==> src/pkg/io_probe_pkg.sv <==
`default_nettype none
package io_probe_pkg;
    // Object dictionary indices and subindices
    localparam logic [15:0] IDX_PROBE_CONTROL = 16'h60b8;
    localparam logic [15:0] IDX_PROBE_STATUS = 16'h60b9;
    localparam logic [15:0] IDX_ONE_RISE_POS = 16'h60ba;
    localparam logic [15:0] IDX_ONE_FALL_POS = 16'h60bb;
    localparam logic [15:0] IDX_TWO_RISE_POS = 16'h60bc;
    localparam logic [15:0] IDX_TWO_FALL_POS = 16'h60bd;
    localparam logic [15:0] IDX_INPUT_STATUS = 16'h60fd;
    localparam logic [15:0] IDX_OUTPUT = 16'h60fe;
    localparam logic [7:0] SUB_ENTRY_COUNT = 8'h00;
    localparam logic [7:0] SUB_REQUEST = 8'h01;
    localparam logic [7:0] SUB_MASK = 8'h02;
    localparam logic [7:0] OUTPUT_ENTRY_COUNT = 8'h02;
    localparam logic [15:0] CONTROL_RESET = 16'h0000;
    localparam logic [31:0] OUTPUT_RESET = 32'h0000_0000;
    // Input status word layout
    localparam int IN_NEG_OT = 0;
    localparam int IN_POS_OT = 1;
    localparam int IN_HOME = 2;
    localparam int IN_CONN_LSB = 16;
    // Output word layout
    localparam int NUM_CONN = 5;
    localparam int NUM_REMOTE = 2;
    localparam int OUT_GP_LSB = 16;
    localparam int OUT_REMOTE_LSB = 24;
    // Probe control and status byte layout, channel two one byte higher
    localparam int CH_BYTE = 8;
    localparam int CTL_ENABLE = 0;
    localparam int CTL_CONT = 1;
    localparam int CTL_SRC = 2;
    localparam int CTL_RISE = 4;
    localparam int CTL_FALL = 5;
    localparam int ST_ENABLED = 0;
    localparam int ST_RISE = 1;
    localparam int ST_FALL = 2;
    localparam int ST_COUNT_LSB = 6;
    // Probe input filter timing
    localparam int FILTER_UNIT_NS = 10;
    localparam int CLK_PERIOD_NS = 4;
    localparam logic [7:0] FILTER_TIME_MAX = 8'hc8;
    localparam int FILTER_CNT_W = 9;

    typedef struct packed {
        logic enable;
        logic continuous;
        logic zero_src;
        logic rise_en;
        logic fall_en;
    } probe_ctrl_type;

    typedef struct packed {
        logic wr;
        logic rd;
        logic [15:0] index;
        logic [7:0] sub;
        logic [31:0] wdata;
    } od_req_type;

    function automatic probe_ctrl_type decode_ctrl(input logic [7:0] b);
        probe_ctrl_type c;
        c.enable = b[CTL_ENABLE];
        c.continuous = b[CTL_CONT];
        c.zero_src = b[CTL_SRC];
        c.rise_en = b[CTL_RISE];
        c.fall_en = b[CTL_FALL];
        return c;
    endfunction

    // Least filter time, rounded up to whole clock cycles
    function automatic logic [FILTER_CNT_W-1:0] filter_cycles(input logic [7:0] t);
        int unsigned tc;
        tc = 32'((t > FILTER_TIME_MAX) ? FILTER_TIME_MAX : t);
        tc = (tc * FILTER_UNIT_NS + CLK_PERIOD_NS - 1) / CLK_PERIOD_NS;
        return tc[FILTER_CNT_W-1:0];
    endfunction
endpackage
`default_nettype wire

==> src/hw/io_status_probe_top.sv <==
`timescale 1ns/1ps
`default_nettype none
// Notes on behaviour
// - Input word bit 0 negative overtravel, bit 1 positive, bit 2 home; 1 is on.
// - Input word bits 16-20 mirror connector inputs, 0 active; bits 3-15 reserved.
// - Inputs allocated as remote reach only the host, never drive functions.
// - Output object holds request word and mask; bit acts only when masked in.
// - Request bits 16-20 drive only general-purpose connector outputs.
// - Each allocated general-purpose output has its own polarity inversion.
// - General-purpose bus output bits act only when also bus-enabled; else internal control.
// - Request bits from 24 drive remote connector outputs per remote allocation.
// - Output bits 16-20 and 24-25: 0 active, 1 inactive; others reserved.
// - Probe captures feedback position on trigger from probe pins or zero pulse.
// - Two concurrent channels: bits 0-7 and 8-15 of control and status.
// - Each channel stores rising and falling captures in separate registers.
// - Control bits 0 and 8 enable channel one and channel two.
// - Control bits 1 and 9: 0 first event only, 1 every event.
// - Control bit 2 picks probe input one or zero pulse for channel one.
// - Control bit 10 picks probe input two or zero pulse for channel two.
// - Control bits 4 and 5 enable rising and falling capture, channel one.
// - Control bits 12 and 13 enable rising and falling capture, channel two.
// - Status shows enabled, rise stored, fall stored, and wrapping two-bit count.
// - Probe pins filtered; filter time in 10 ns units, 0-200, taken at restart.
module io_status_probe_top (
    input wire logic core_clk_i,
    input wire logic rstn_i,
    input wire io_probe_pkg::od_req_type od_req_i,
    output logic [31:0] od_rdata_o,
    output logic od_ack_o,
    output logic od_abort_o,
    input wire logic neg_overtravel_i,
    input wire logic positive_overtravel_i,
    input wire logic home_switch_i,
    input wire logic [io_probe_pkg::NUM_CONN-1:0] connector_in_i,
    input wire logic probe_input_one_i,
    input wire logic probe_input_two_i,
    input wire logic encoder_zero_i,
    input wire logic [31:0] feedback_position_i,
    input wire logic [io_probe_pkg::NUM_CONN-1:0] remote_input_sel_i,
    input wire logic [io_probe_pkg::NUM_CONN-1:0] bus_output_enable_i,
    input wire logic [io_probe_pkg::NUM_CONN-1:0] output_polarity_i,
    input wire logic [io_probe_pkg::NUM_REMOTE-1:0] remote_output_allocation_i,
    input wire logic [io_probe_pkg::NUM_CONN-1:0] internal_out_active_i,
    input wire logic [7:0] probe_filter_time_i,
    output logic [io_probe_pkg::NUM_CONN-1:0] drive_input_active_o,
    output logic [io_probe_pkg::NUM_CONN-1:0] general_out_o,
    output logic [io_probe_pkg::NUM_REMOTE-1:0] remote_out_o
);
    import io_probe_pkg::*;

    localparam int NUM_PINS = NUM_CONN + 6;

    // Reset release
    logic rst_a_q, rst_b_q;
    logic rst_n;

    always_ff @(posedge core_clk_i or negedge rstn_i) begin
        if (!rstn_i) begin
            rst_a_q <= 1'b0;
            rst_b_q <= 1'b0;
        end else begin
            rst_a_q <= 1'b1;
            rst_b_q <= rst_a_q;
        end
    end

    assign rst_n = rst_b_q;

    // Pin synchronisers
    logic [NUM_PINS-1:0] pins;
    logic [NUM_PINS-1:0] sync_a_q, sync_a_d;
    logic [NUM_PINS-1:0] sync_b_q, sync_b_d;
    logic neg_ot, pos_ot, home;
    logic [NUM_CONN-1:0] conn;
    logic ext_one, ext_two, zero_pulse;

    always_comb begin
        pins = {encoder_zero_i, probe_input_two_i, probe_input_one_i,
                connector_in_i, home_switch_i, positive_overtravel_i,
                neg_overtravel_i};
        sync_a_d = pins;
        sync_b_d = sync_a_q;
    end

    always_ff @(posedge core_clk_i or negedge rst_n) begin
        if (!rst_n) begin
            sync_a_q <= '0;
            sync_b_q <= '0;
        end else begin
            sync_a_q <= sync_a_d;
            sync_b_q <= sync_b_d;
        end
    end

    always_comb begin
        neg_ot = sync_b_q[0];
        pos_ot = sync_b_q[1];
        home = sync_b_q[2];
        conn = sync_b_q[3 +: NUM_CONN];
        ext_one = sync_b_q[NUM_CONN + 3];
        ext_two = sync_b_q[NUM_CONN + 4];
        zero_pulse = sync_b_q[NUM_CONN + 5];
    end

    // Filter time is sampled once after reset; later changes wait for restart
    logic taken_q, taken_d;
    logic [FILTER_CNT_W-1:0] limit_q, limit_d;

    always_comb begin
        taken_d = 1'b1;
        limit_d = taken_q ? limit_q : filter_cycles(probe_filter_time_i);
    end

    always_ff @(posedge core_clk_i or negedge rst_n) begin
        if (!rst_n) begin
            taken_q <= 1'b0;
            limit_q <= '0;
        end else begin
            taken_q <= taken_d;
            limit_q <= limit_d;
        end
    end

    logic ext_one_f, ext_two_f;

    probe_pin_filter u_filter_one (
        .core_clk_i(core_clk_i),
        .rst_n_i(rst_n),
        .limit_i(limit_q),
        .level_i(ext_one),
        .level_o(ext_one_f)
    );

    probe_pin_filter u_filter_two (
        .core_clk_i(core_clk_i),
        .rst_n_i(rst_n),
        .limit_i(limit_q),
        .level_i(ext_two),
        .level_o(ext_two_f)
    );

    // Object dictionary registers
    logic [15:0] ctrl_q, ctrl_d;
    logic [31:0] req_q, req_d;
    logic [31:0] mask_q, mask_d;
    logic [31:0] rdata_q, rdata_d;
    logic ack_q, ack_d;
    logic abort_q, abort_d;
    logic [15:0] ctrl_defined;
    logic [15:0] probe_status;
    logic [31:0] input_word;
    logic [31:0] one_rise, one_fall, two_rise, two_fall;

    always_comb begin
        ctrl_defined = '0;
        for (int c = 0; c < 2; c++) begin
            ctrl_defined[c*CH_BYTE + CTL_ENABLE] = 1'b1;
            ctrl_defined[c*CH_BYTE + CTL_CONT] = 1'b1;
            ctrl_defined[c*CH_BYTE + CTL_SRC] = 1'b1;
            ctrl_defined[c*CH_BYTE + CTL_RISE] = 1'b1;
            ctrl_defined[c*CH_BYTE + CTL_FALL] = 1'b1;
        end
    end

    always_comb begin
        input_word = '0;
        input_word[IN_NEG_OT] = neg_ot;
        input_word[IN_POS_OT] = pos_ot;
        input_word[IN_HOME] = home;
        input_word[IN_CONN_LSB +: NUM_CONN] = conn;
    end

    // Write wins over a read offered in the same cycle
    always_comb begin
        ctrl_d = ctrl_q;
        req_d = req_q;
        mask_d = mask_q;
        rdata_d = '0;
        ack_d = 1'b0;
        abort_d = 1'b0;
        if (od_req_i.wr) begin
            ack_d = 1'b1;
            if (od_req_i.index == IDX_PROBE_CONTROL
                    && od_req_i.sub == SUB_ENTRY_COUNT) begin
                // Reserved control bits are held at zero
                ctrl_d = od_req_i.wdata[15:0] & ctrl_defined;
            end else if (od_req_i.index == IDX_OUTPUT
                    && od_req_i.sub == SUB_REQUEST) begin
                req_d = od_req_i.wdata;
            end else if (od_req_i.index == IDX_OUTPUT
                    && od_req_i.sub == SUB_MASK) begin
                mask_d = od_req_i.wdata;
            end else begin
                ack_d = 1'b0;
                abort_d = 1'b1;
            end
        end else if (od_req_i.rd) begin
            ack_d = 1'b1;
            case (od_req_i.index)
                IDX_PROBE_CONTROL: rdata_d = {16'h0000, ctrl_q};
                IDX_PROBE_STATUS: rdata_d = {16'h0000, probe_status};
                IDX_ONE_RISE_POS: rdata_d = one_rise;
                IDX_ONE_FALL_POS: rdata_d = one_fall;
                IDX_TWO_RISE_POS: rdata_d = two_rise;
                IDX_TWO_FALL_POS: rdata_d = two_fall;
                IDX_INPUT_STATUS: rdata_d = input_word;
                IDX_OUTPUT: begin
                    if (od_req_i.sub == SUB_ENTRY_COUNT) begin
                        rdata_d = {24'h000000, OUTPUT_ENTRY_COUNT};
                    end else if (od_req_i.sub == SUB_REQUEST) begin
                        rdata_d = req_q;
                    end else if (od_req_i.sub == SUB_MASK) begin
                        rdata_d = mask_q;
                    end else begin
                        ack_d = 1'b0;
                        abort_d = 1'b1;
                    end
                end
                default: begin
                    ack_d = 1'b0;
                    abort_d = 1'b1;
                end
            endcase
            if (od_req_i.index != IDX_OUTPUT
                    && od_req_i.sub != SUB_ENTRY_COUNT) begin
                ack_d = 1'b0;
                abort_d = 1'b1;
                rdata_d = '0;
            end
        end
    end

    always_ff @(posedge core_clk_i or negedge rst_n) begin
        if (!rst_n) begin
            ctrl_q <= CONTROL_RESET;
            req_q <= OUTPUT_RESET;
            mask_q <= OUTPUT_RESET;
            rdata_q <= '0;
            ack_q <= 1'b0;
            abort_q <= 1'b0;
        end else begin
            ctrl_q <= ctrl_d;
            req_q <= req_d;
            mask_q <= mask_d;
            rdata_q <= rdata_d;
            ack_q <= ack_d;
            abort_q <= abort_d;
        end
    end

    // Probe channels share the zero pulse but keep their own pins
    probe_latch_channel u_probe_one (
        .core_clk_i(core_clk_i),
        .rst_n_i(rst_n),
        .ctrl_i(decode_ctrl(ctrl_q[7:0])),
        .ext_i(ext_one_f),
        .zero_i(zero_pulse),
        .position_i(feedback_position_i),
        .status_o(probe_status[7:0]),
        .rise_pos_o(one_rise),
        .fall_pos_o(one_fall)
    );

    probe_latch_channel u_probe_two (
        .core_clk_i(core_clk_i),
        .rst_n_i(rst_n),
        .ctrl_i(decode_ctrl(ctrl_q[15:8])),
        .ext_i(ext_two_f),
        .zero_i(zero_pulse),
        .position_i(feedback_position_i),
        .status_o(probe_status[15:8]),
        .rise_pos_o(two_rise),
        .fall_pos_o(two_fall)
    );

    // Pin outputs
    logic [NUM_CONN-1:0] gp_q, gp_d;
    logic [NUM_REMOTE-1:0] rem_q, rem_d;
    logic [NUM_CONN-1:0] din_q, din_d;
    logic gp_active;

    always_comb begin
        gp_d = '0;
        rem_d = '0;
        gp_active = 1'b0;
        for (int n = 0; n < NUM_CONN; n++) begin
            if (mask_q[OUT_GP_LSB + n] && bus_output_enable_i[n]) begin
                gp_active = !req_q[OUT_GP_LSB + n];
            end else begin
                gp_active = internal_out_active_i[n];
            end
            // Polarity 0 drives the pin low when active
            gp_d[n] = output_polarity_i[n] ? gp_active : !gp_active;
        end
        for (int r = 0; r < NUM_REMOTE; r++) begin
            rem_d[r] = remote_output_allocation_i[r]
                && mask_q[OUT_REMOTE_LSB + r]
                && !req_q[OUT_REMOTE_LSB + r];
        end
        // Connector inputs are low-active; remote ones stay host-only
        din_d = ~conn & ~remote_input_sel_i;
    end

    always_ff @(posedge core_clk_i or negedge rst_n) begin
        if (!rst_n) begin
            gp_q <= '0;
            rem_q <= '0;
            din_q <= '0;
        end else begin
            gp_q <= gp_d;
            rem_q <= rem_d;
            din_q <= din_d;
        end
    end

    assign od_rdata_o = rdata_q;
    assign od_ack_o = ack_q;
    assign od_abort_o = abort_q;
    assign drive_input_active_o = din_q;
    assign general_out_o = gp_q;
    assign remote_out_o = rem_q;
endmodule // io_status_probe_top
`default_nettype wire

==> src/hw/probe_latch_channel.sv <==
`timescale 1ns/1ps
`default_nettype none
module probe_latch_channel (
    input wire logic core_clk_i,
    input wire logic rst_n_i,
    input wire io_probe_pkg::probe_ctrl_type ctrl_i,
    input wire logic ext_i,
    input wire logic zero_i,
    input wire logic [31:0] position_i,
    output logic [7:0] status_o,
    output logic [31:0] rise_pos_o,
    output logic [31:0] fall_pos_o
);
    import io_probe_pkg::*;

    logic trig_q, trig_d;
    logic en_q, en_d;
    logic rise_flag_q, rise_flag_d;
    logic fall_flag_q, fall_flag_d;
    logic [1:0] count_q, count_d;
    logic [31:0] rise_pos_q, rise_pos_d;
    logic [31:0] fall_pos_q, fall_pos_d;
    logic trig, take_rise, take_fall;

    always_comb begin
        trig = ctrl_i.zero_src ? zero_i : ext_i;
        trig_d = trig;
        en_d = ctrl_i.enable;
        take_rise = ctrl_i.enable && ctrl_i.rise_en && trig && !trig_q
            && (ctrl_i.continuous || !rise_flag_q);
        take_fall = ctrl_i.enable && ctrl_i.fall_en && !trig && trig_q
            && (ctrl_i.continuous || !fall_flag_q);
        rise_flag_d = rise_flag_q | take_rise;
        fall_flag_d = fall_flag_q | take_fall;
        count_d = count_q;
        if (ctrl_i.continuous && (take_rise || take_fall)) begin
            count_d = count_q + 2'd1;
        end
        rise_pos_d = take_rise ? position_i : rise_pos_q;
        fall_pos_d = take_fall ? position_i : fall_pos_q;
        // Positions survive a disable so the host can still read them
        if (!ctrl_i.enable) begin
            rise_flag_d = 1'b0;
            fall_flag_d = 1'b0;
            count_d = 2'd0;
        end
    end

    always_ff @(posedge core_clk_i or negedge rst_n_i) begin
        if (!rst_n_i) begin
            trig_q <= 1'b0;
            en_q <= 1'b0;
            rise_flag_q <= 1'b0;
            fall_flag_q <= 1'b0;
            count_q <= 2'd0;
            rise_pos_q <= '0;
            fall_pos_q <= '0;
        end else begin
            trig_q <= trig_d;
            en_q <= en_d;
            rise_flag_q <= rise_flag_d;
            fall_flag_q <= fall_flag_d;
            count_q <= count_d;
            rise_pos_q <= rise_pos_d;
            fall_pos_q <= fall_pos_d;
        end
    end

    always_comb begin
        status_o = '0;
        status_o[ST_ENABLED] = en_q;
        status_o[ST_RISE] = rise_flag_q;
        status_o[ST_FALL] = fall_flag_q;
        status_o[ST_COUNT_LSB +: 2] = count_q;
    end

    assign rise_pos_o = rise_pos_q;
    assign fall_pos_o = fall_pos_q;
endmodule // probe_latch_channel
`default_nettype wire

==> src/hw/probe_pin_filter.sv <==
`timescale 1ns/1ps
`default_nettype none
module probe_pin_filter (
    input wire logic core_clk_i,
    input wire logic rst_n_i,
    input wire logic [io_probe_pkg::FILTER_CNT_W-1:0] limit_i,
    input wire logic level_i,
    output logic level_o
);
    import io_probe_pkg::*;

    logic [FILTER_CNT_W-1:0] cnt_q, cnt_d;
    logic level_q, level_d;

    // A new level must hold for limit_i cycles before it is passed on
    always_comb begin
        cnt_d = '0;
        level_d = level_q;
        if (level_i != level_q) begin
            if (cnt_q >= limit_i) begin
                level_d = level_i;
            end else begin
                cnt_d = cnt_q + 1'b1;
            end
        end
    end

    always_ff @(posedge core_clk_i or negedge rst_n_i) begin
        if (!rst_n_i) begin
            cnt_q <= '0;
            level_q <= 1'b0;
        end else begin
            cnt_q <= cnt_d;
            level_q <= level_d;
        end
    end

    assign level_o = level_q;
endmodule // probe_pin_filter
`default_nettype wire

==> config.mk <==
export PLATFORM = sky130hd
export DESIGN_NAME = io_status_probe_top
export DESIGN_NICKNAME = d
export VERILOG_FILES = /design/src/pkg/io_probe_pkg.sv /design/src/hw/io_status_probe_top.sv /design/src/hw/probe_latch_channel.sv /design/src/hw/probe_pin_filter.sv
export SDC_FILE = /design/constraint.sdc
export NUM_CORES = 1
export LEC_CHECK = 0
export ABC_AREA = 1
export BUFFER_PORTS_ARGS = -buffer_cell sky130_fd_sc_hd__buf_2
export CORE_MARGIN = 4
export CORE_UTILIZATION = 55
export CTS_BUF_LIST = sky130_fd_sc_hd__clkbuf_8
export CTS_CLUSTER_DIAMETER = 50
export DETAILED_ROUTE_END_ITERATION = 6
export PLACE_DENSITY_LB_ADDON = 0.2
export SYNTH_ARGS = -nofsm -noshare
export SYNTH_HDL_FRONTEND = slang
export SYNTH_SLANG_ARGS = --single-unit
==> constraint.sdc <==
create_clock -name core_clk_i -period 11 [get_ports core_clk_i]
set_input_delay 2.2 -clock core_clk_i [delete_from_list [all_inputs] [get_ports core_clk_i]]
set_output_delay 2.2 -clock core_clk_i [all_outputs]
set_load 0.02 [all_outputs]
# Yosys cells after proc, flatten, opt, wreduce, memory -nomap -nowiden

Cells that the tools add are included.

Bits in registers: 314
Input bits: 133
Output and inout port bits: 46
Word-level logic and storage cells: 184

$add $sub $neg: 6
Multiply operators: 1
$lt $le $gt $ge: 3
Eq/ne operators: 15
Multiplexer cells: 52
Bitwise logic cells: 9
Reductions and logical operators: 65

Operator list:

| kind                                                                       | number |
|---|---|
| 32-bit case mux with 8 select lines                                        | 1 |
| 32-bit two-way mux                                                         | 6 |
| 16-bit by 15-bit == test with 1-bit output (second input constant)         | 8 |
| 9-bit two-way mux                                                          | 4 |
| 1-bit two-way mux                                                          | 34 |
| 1-bit logical AND                                                          | 31 |
| 1-bit logical NOT                                                          | 20 |
| 9-bit by 1-bit adder with 9-bit output (second input constant)             | 2 |
| 9-bit >= comparator                                                        | 2 |
| 16-bit by 15-bit inequality test with 1-bit output (second input constant) | 1 |
| 11-bit by 3-bit adder with 11-bit output (second input constant)           | 1 |
| 11-bit by 1-bit subtractor with 11-bit output (second input constant)      | 1 |
| 8-bit by 3-bit multiplier with 10-bit output (second input constant)       | 1 |
| 5-bit inverter                                                             | 2 |
| 8-bit by 1-bit == test with 1-bit output (second input constant)           | 1 |
| 8-bit by 2-bit == test with 1-bit output (second input constant)           | 1 |
| 8-bit greater-than comparator (second input constant)                      | 1 |
| 8-bit logical NOT                                                          | 1 |
| 2-bit two-way mux                                                          | 4 |
| 8-bit two-way mux                                                          | 1 |
| 8-bit nonzero test                                                         | 1 |
| 7-bit OR reduction                                                         | 1 |
| 1-bit logical OR                                                           | 6 |
| 2-bit AND reduction                                                        | 3 |
| 9 further kinds                                                            | 17 |

# Depth between registers and ports, before layout

Depth in word-level cells: 9
Gate-level depth with buffers: 22

# Modules after synthesis

Synthesis repeated with hierarchy kept, for this count alone.

Cells, all modules: 1749
Area total of the unflattened synthesis: 14979.4 um^2

By module, submodules not included:

| module              | times used | cells each | area an instance (um^2) | seq. area each (um^2) |
|---|---|---|---|---|
| io_status_probe_top | 1          | 995        | 7785.0                  | 3853.7 |
| probe_latch_channel | 2          | 281        | 2837.7                  | 1751.7 |
| probe_pin_filter    | 2          | 96         | 759.5                   | 250.2 |

# Worst setup path after synthesis

Ideal clock, no wire load.

Kind: input-to-reg
Start point: input port probe_filter_time_i[5]
End point: register limit_q[6]
Setup time: 0.127 ns
Data arrival time: 4.309 ns
Required time: 10.873 ns
Setup slack: 6.565 ns
Stages: 14
Path buffers: 0
Cell sequence: nor2_1 nand4_1 nand2_1 nand2_1 nor2_1 a21oi_1 ha_1 fa_1 xor2_1 nand4_1 nor2_1 nand2_1 nand3_1 o21ai_0

Word-level cells in the longest chain between the ends: 5

RTL lines:

| item                                              | line                       | source |
|---|---|---|
| from (decl)                                       | io_status_probe_top.sv:44  | `input wire logic [7:0] probe_filter_time_i,` |
| 8-bit greater-than comparator                     | io_probe_pkg.sv:74         | `tc = 32'((t > FILTER_TIME_MAX) ? FILTER_TIME_MAX : t);` |
| 8-bit two-way mux (*)                             | io_probe_pkg.sv:74         |  |
| 8-bit by 3-bit multiplier with 10-bit output (*)  | io_probe_pkg.sv:75         | `tc = (tc * FILTER_UNIT_NS + CLK_PERIOD_NS - 1) / CLK_PERIOD_NS;` |
| 11-bit by 3-bit adder with 11-bit output (*)      | io_probe_pkg.sv:75         |  |
| 11-bit by 1-bit subtractor with 11-bit output (*) | io_probe_pkg.sv:75         |  |
| to (signal assigned)                              | io_status_probe_top.sv:120 | `limit_q <= limit_d;` |
| to (decl)                                         | io_status_probe_top.sv:107 | `logic [FILTER_CNT_W-1:0] limit_q, limit_d;` |

Mark *: on every way between the ends. The rest lies on a longest branch, timed or not.
A chain may end at the register's enable or synchronous reset.

# Final worst setup path

Ends and elaborated chain as after synthesis.

==> results.cfg <==
[run_status]
status = finished clean

[sta]
hold_viol = 0
rsz0062_at_grt = no
skew_ns = 0.02941
slew_headroom_pct = 20.78
setup_viol = 0
period_needed_ns = 4.255
period_share_pct = 38.68
fin_setup_tns_ns = 0
tightest_slew_ns = 1.184
fmax_ghz = 0.2350
finalMaxSlewViolations = 0

[power]
irDropWorstVdd_uv = 107.6
seqPwrFrac_pct = 49.7
p_leak_nw = 8.708
power_switching_mw = 0.6199
p_comb_share_pct = 8.5
power_density_mw_per_mm2 = 146.8
switching_share_pct = 25.43
clkPwrFrac_pct = 41.8
power_mw = 2.437
p_int_mw = 1.817

[floorplanning]
row_count = 59
coreArea_mm2 = 0.02598
io_pins = 179
die_y_um = 170.4
die-area_mm2 = 0.02903
start_util_pct = 55.82
dieWidth_um = 170.4

[clocking]
clkLatencyLatePin_ns = 0.59
postCtsResizedCells = 0
cts.clk_slew.worst_paths_ns = 0.06
ctsHoldBuffers = 0
cts_inserted_buffers = 52
htree_levels = 2
cts_setup_buffers = 0
cts.sinks = 314
clockBufferDepth = 3
cts_tree = done
cts_root_buf = clkbuf_8

[setup_path]
crit_type = input pin to flop
critPathLaunchType = input pin
critPathRequiredTime_ns = 11.44
critPathArrivalTime_ns = 4.70
critPathMaxFanout = 6
critical_path.endpoint_type = flop

[detailed_routing]
drtIter0Drc = 1035
wl_per_cell_um = 16.19
vias_per_cell = 5.305
drt.antenna.violating_nets = 0
remaining_drc_errors = 0
drt-total-wl_um = 36330
firstDrtPassIters = 5
dr_total_vias = 11900

[final_layout]
n_antenna_cell = 0
fin_util_pct = 63.88
syn2layout_area_growth_pct = 14.44
nets = 2030
final_layout_size_suffix_gt1_share_pct = 16.82

[synthesis]
yosys-top-cells-area = dfrtp_1 54%, nand2_1 12%, o21ai_0 6.7%
yosysSeqAreaShare_pct = 54.17
synthDistinctLibCells = 39
synth_top_cell_by_area = dfrtp_1
synth_top_area_share_pct = 54.17
syn_area_per_cell_um2 = 8.532
syn_inst = 1700
ys_ff_latch = 314
ys_warn_count = 0
synth_area_mm2 = 0.01451

[run]
drv_cap = 0

[placed_design]
routabilityCongestion = 0.8904
portBuffers = 178
post-dp-hpwl_um = 23920

[min_path]
hold_path.class = flop to flop

[global_route]
grt_pass1_wl_um = 58790
grt_max_degree = 186
grt_antenna_before_repair = 1
grt_overflow = 0
grtUsageTotal_pct = 25.13
grt_pass1_vias = 11500
worst max-delay path, stage by stage:
cell and delay [ns]:
buf_2 0.11, nor2_1 0.14, nand4_1 0.10, nand2_1 0.16, nand2_1 0.11, nor2_1 0.22
a21oi_1 0.07, ha_1 0.24, fa_1 0.44, xor2_1 0.26, nand4_1 0.14, nor2_1 0.23
nand2_1 0.10, nand3_1 0.09, o21ai_0 0.08
state kept, by name, summed over array words and instances (netlist names), 10 cells and up:
register                cells
ctrl_q                     10
sync_b_q                   11
mask_q                     32
u_probe_two.rise_pos_o     32
u_probe_one.fall_pos_o     32
sync_a_q                   11
od_rdata_o                 32
u_probe_two.fall_pos_o     32
req_q                      32
u_probe_one.rise_pos_o     32
layout by cell type (no fill, tap or decap), types with 3 or more instances in the layout:
cell type,synthesis,layout
a211oi_1,6,6
a21oi_1,30,30
a22o_1,9,9
buf_2,12,178
buf_4,10,8
clkbuf_8,0,69
clkinv_1,3,3
dfrtp_1,314,313
ha_1,27,27
inv_1,173,194
inv_2,5,5
nand2_1,473,469
nand2_2,2,6
nand3_1,58,58
nand3_4,4,4
nand4_1,73,73
nor2_1,105,104
nor2_2,20,21
nor2_4,9,9
nor3_1,27,27
nor3_2,3,3
o211ai_1,6,6
o21ai_0,193,193
o21ai_1,55,55
o21ai_2,5,5
xnor2_1,11,11
xor2_1,4,4
cells in the mapped netlist (all sizes together):
master,instances
clkbuf,42
a22o,9
dfrtp,314
or2,2
a211oi,6
nand3b,2
xnor2,11
xor2,4
nand2,477
ha,27
conb,1
buf,31
nor3,30
a21oi,30
nor2,134
clkinv,3
o211ai,6
nor3b,1
fa,1
inv,178
nand3,63
o21bai,1
o21ai,253
nand4,74
cell families after synthesis:
group / after synthesis / synth area share, %
AOI/OAI and AO/OA: 305 / 11.14
xor gates and xnor gates: 15 / 0.9057
adders and majority gates: 28 / 2.467
buffers and inverters: 254 / 7.306
DFF: 314 / 54.17
other: 1 / 0.02585
and+or+nand+nor: 783 / 23.99
area by class of cell:
type / instances / area (um^2)
Fill cell: 2299 / 9385
Sequential cell: 314 / 7861
Multi-Input combinational cell: 1133 / 5604
Timing Repair Buffer: 187 / 970.9
Clock buffer: 69 / 949.7
Inverter: 181 / 679.4
Tap cell: 335 / 419.2
Clock inverter: 25 / 115.1
power by group through the flow:
stage	registers (mW)	clock network, mW	logic [mW]
floorplan	1.24	0	0.120
global placement	1.23	0	0.202
finish	1.21	1.02	0.206
global route	1.22	1.10	0.239
detailed placement	1.23	0	0.207
CTS	1.21	1.04	0.208
final timing paths:
kind                                        start                                 end  slack, ns  cells after the start
max                        probe_filter_time_i[5]              limit_q[6]$_DFFE_PN0N_       6.75                     15
min                         sync_a_q[3]$_DFF_PN0_               sync_b_q[3]$_DFF_PN0_       0.34                      0
max reg2reg                ctrl_q[10]$_DFFE_PN0P_  u_probe_two.count_q[1]$_DFFE_PN0P_       8.50                      8
min reg2reg                 sync_a_q[3]$_DFF_PN0_               sync_b_q[3]$_DFF_PN0_       0.34                      0
max in group asynchronous       rst_b_q$_DFF_PN0_                req_q[7]$_DFFE_PN0P_       9.06                      1
min in group asynchronous       rst_b_q$_DFF_PN0_               sync_b_q[1]$_DFF_PN0_       0.42                      0
stage by stage:
stage               area, um^2  hold WS (ns)  worst slack, ns  cells
floorplan                14510        0.3312            1.601   1701
global placement         15530        0.3324            6.264   2150
detailed placement       15530        0.3356            6.159   2150
CTS                      16600        0.3468            6.749   2244
global route             16600        0.3501            6.371   2244
finish                   16600        0.3423            6.745   2244
metal layers:
metal / track usage [%] / vias to the layer above / routed length, um
li1: - / 5848 / -
met1: 36.25 / 5622 / 16350
met2: 39.94 / 391 / 16840
met3: 5.017 / 41 / 2585
met4: 5.556 / 2 / 539
met5: 0 / - / 8
Power figures use the tool's default switching activity.
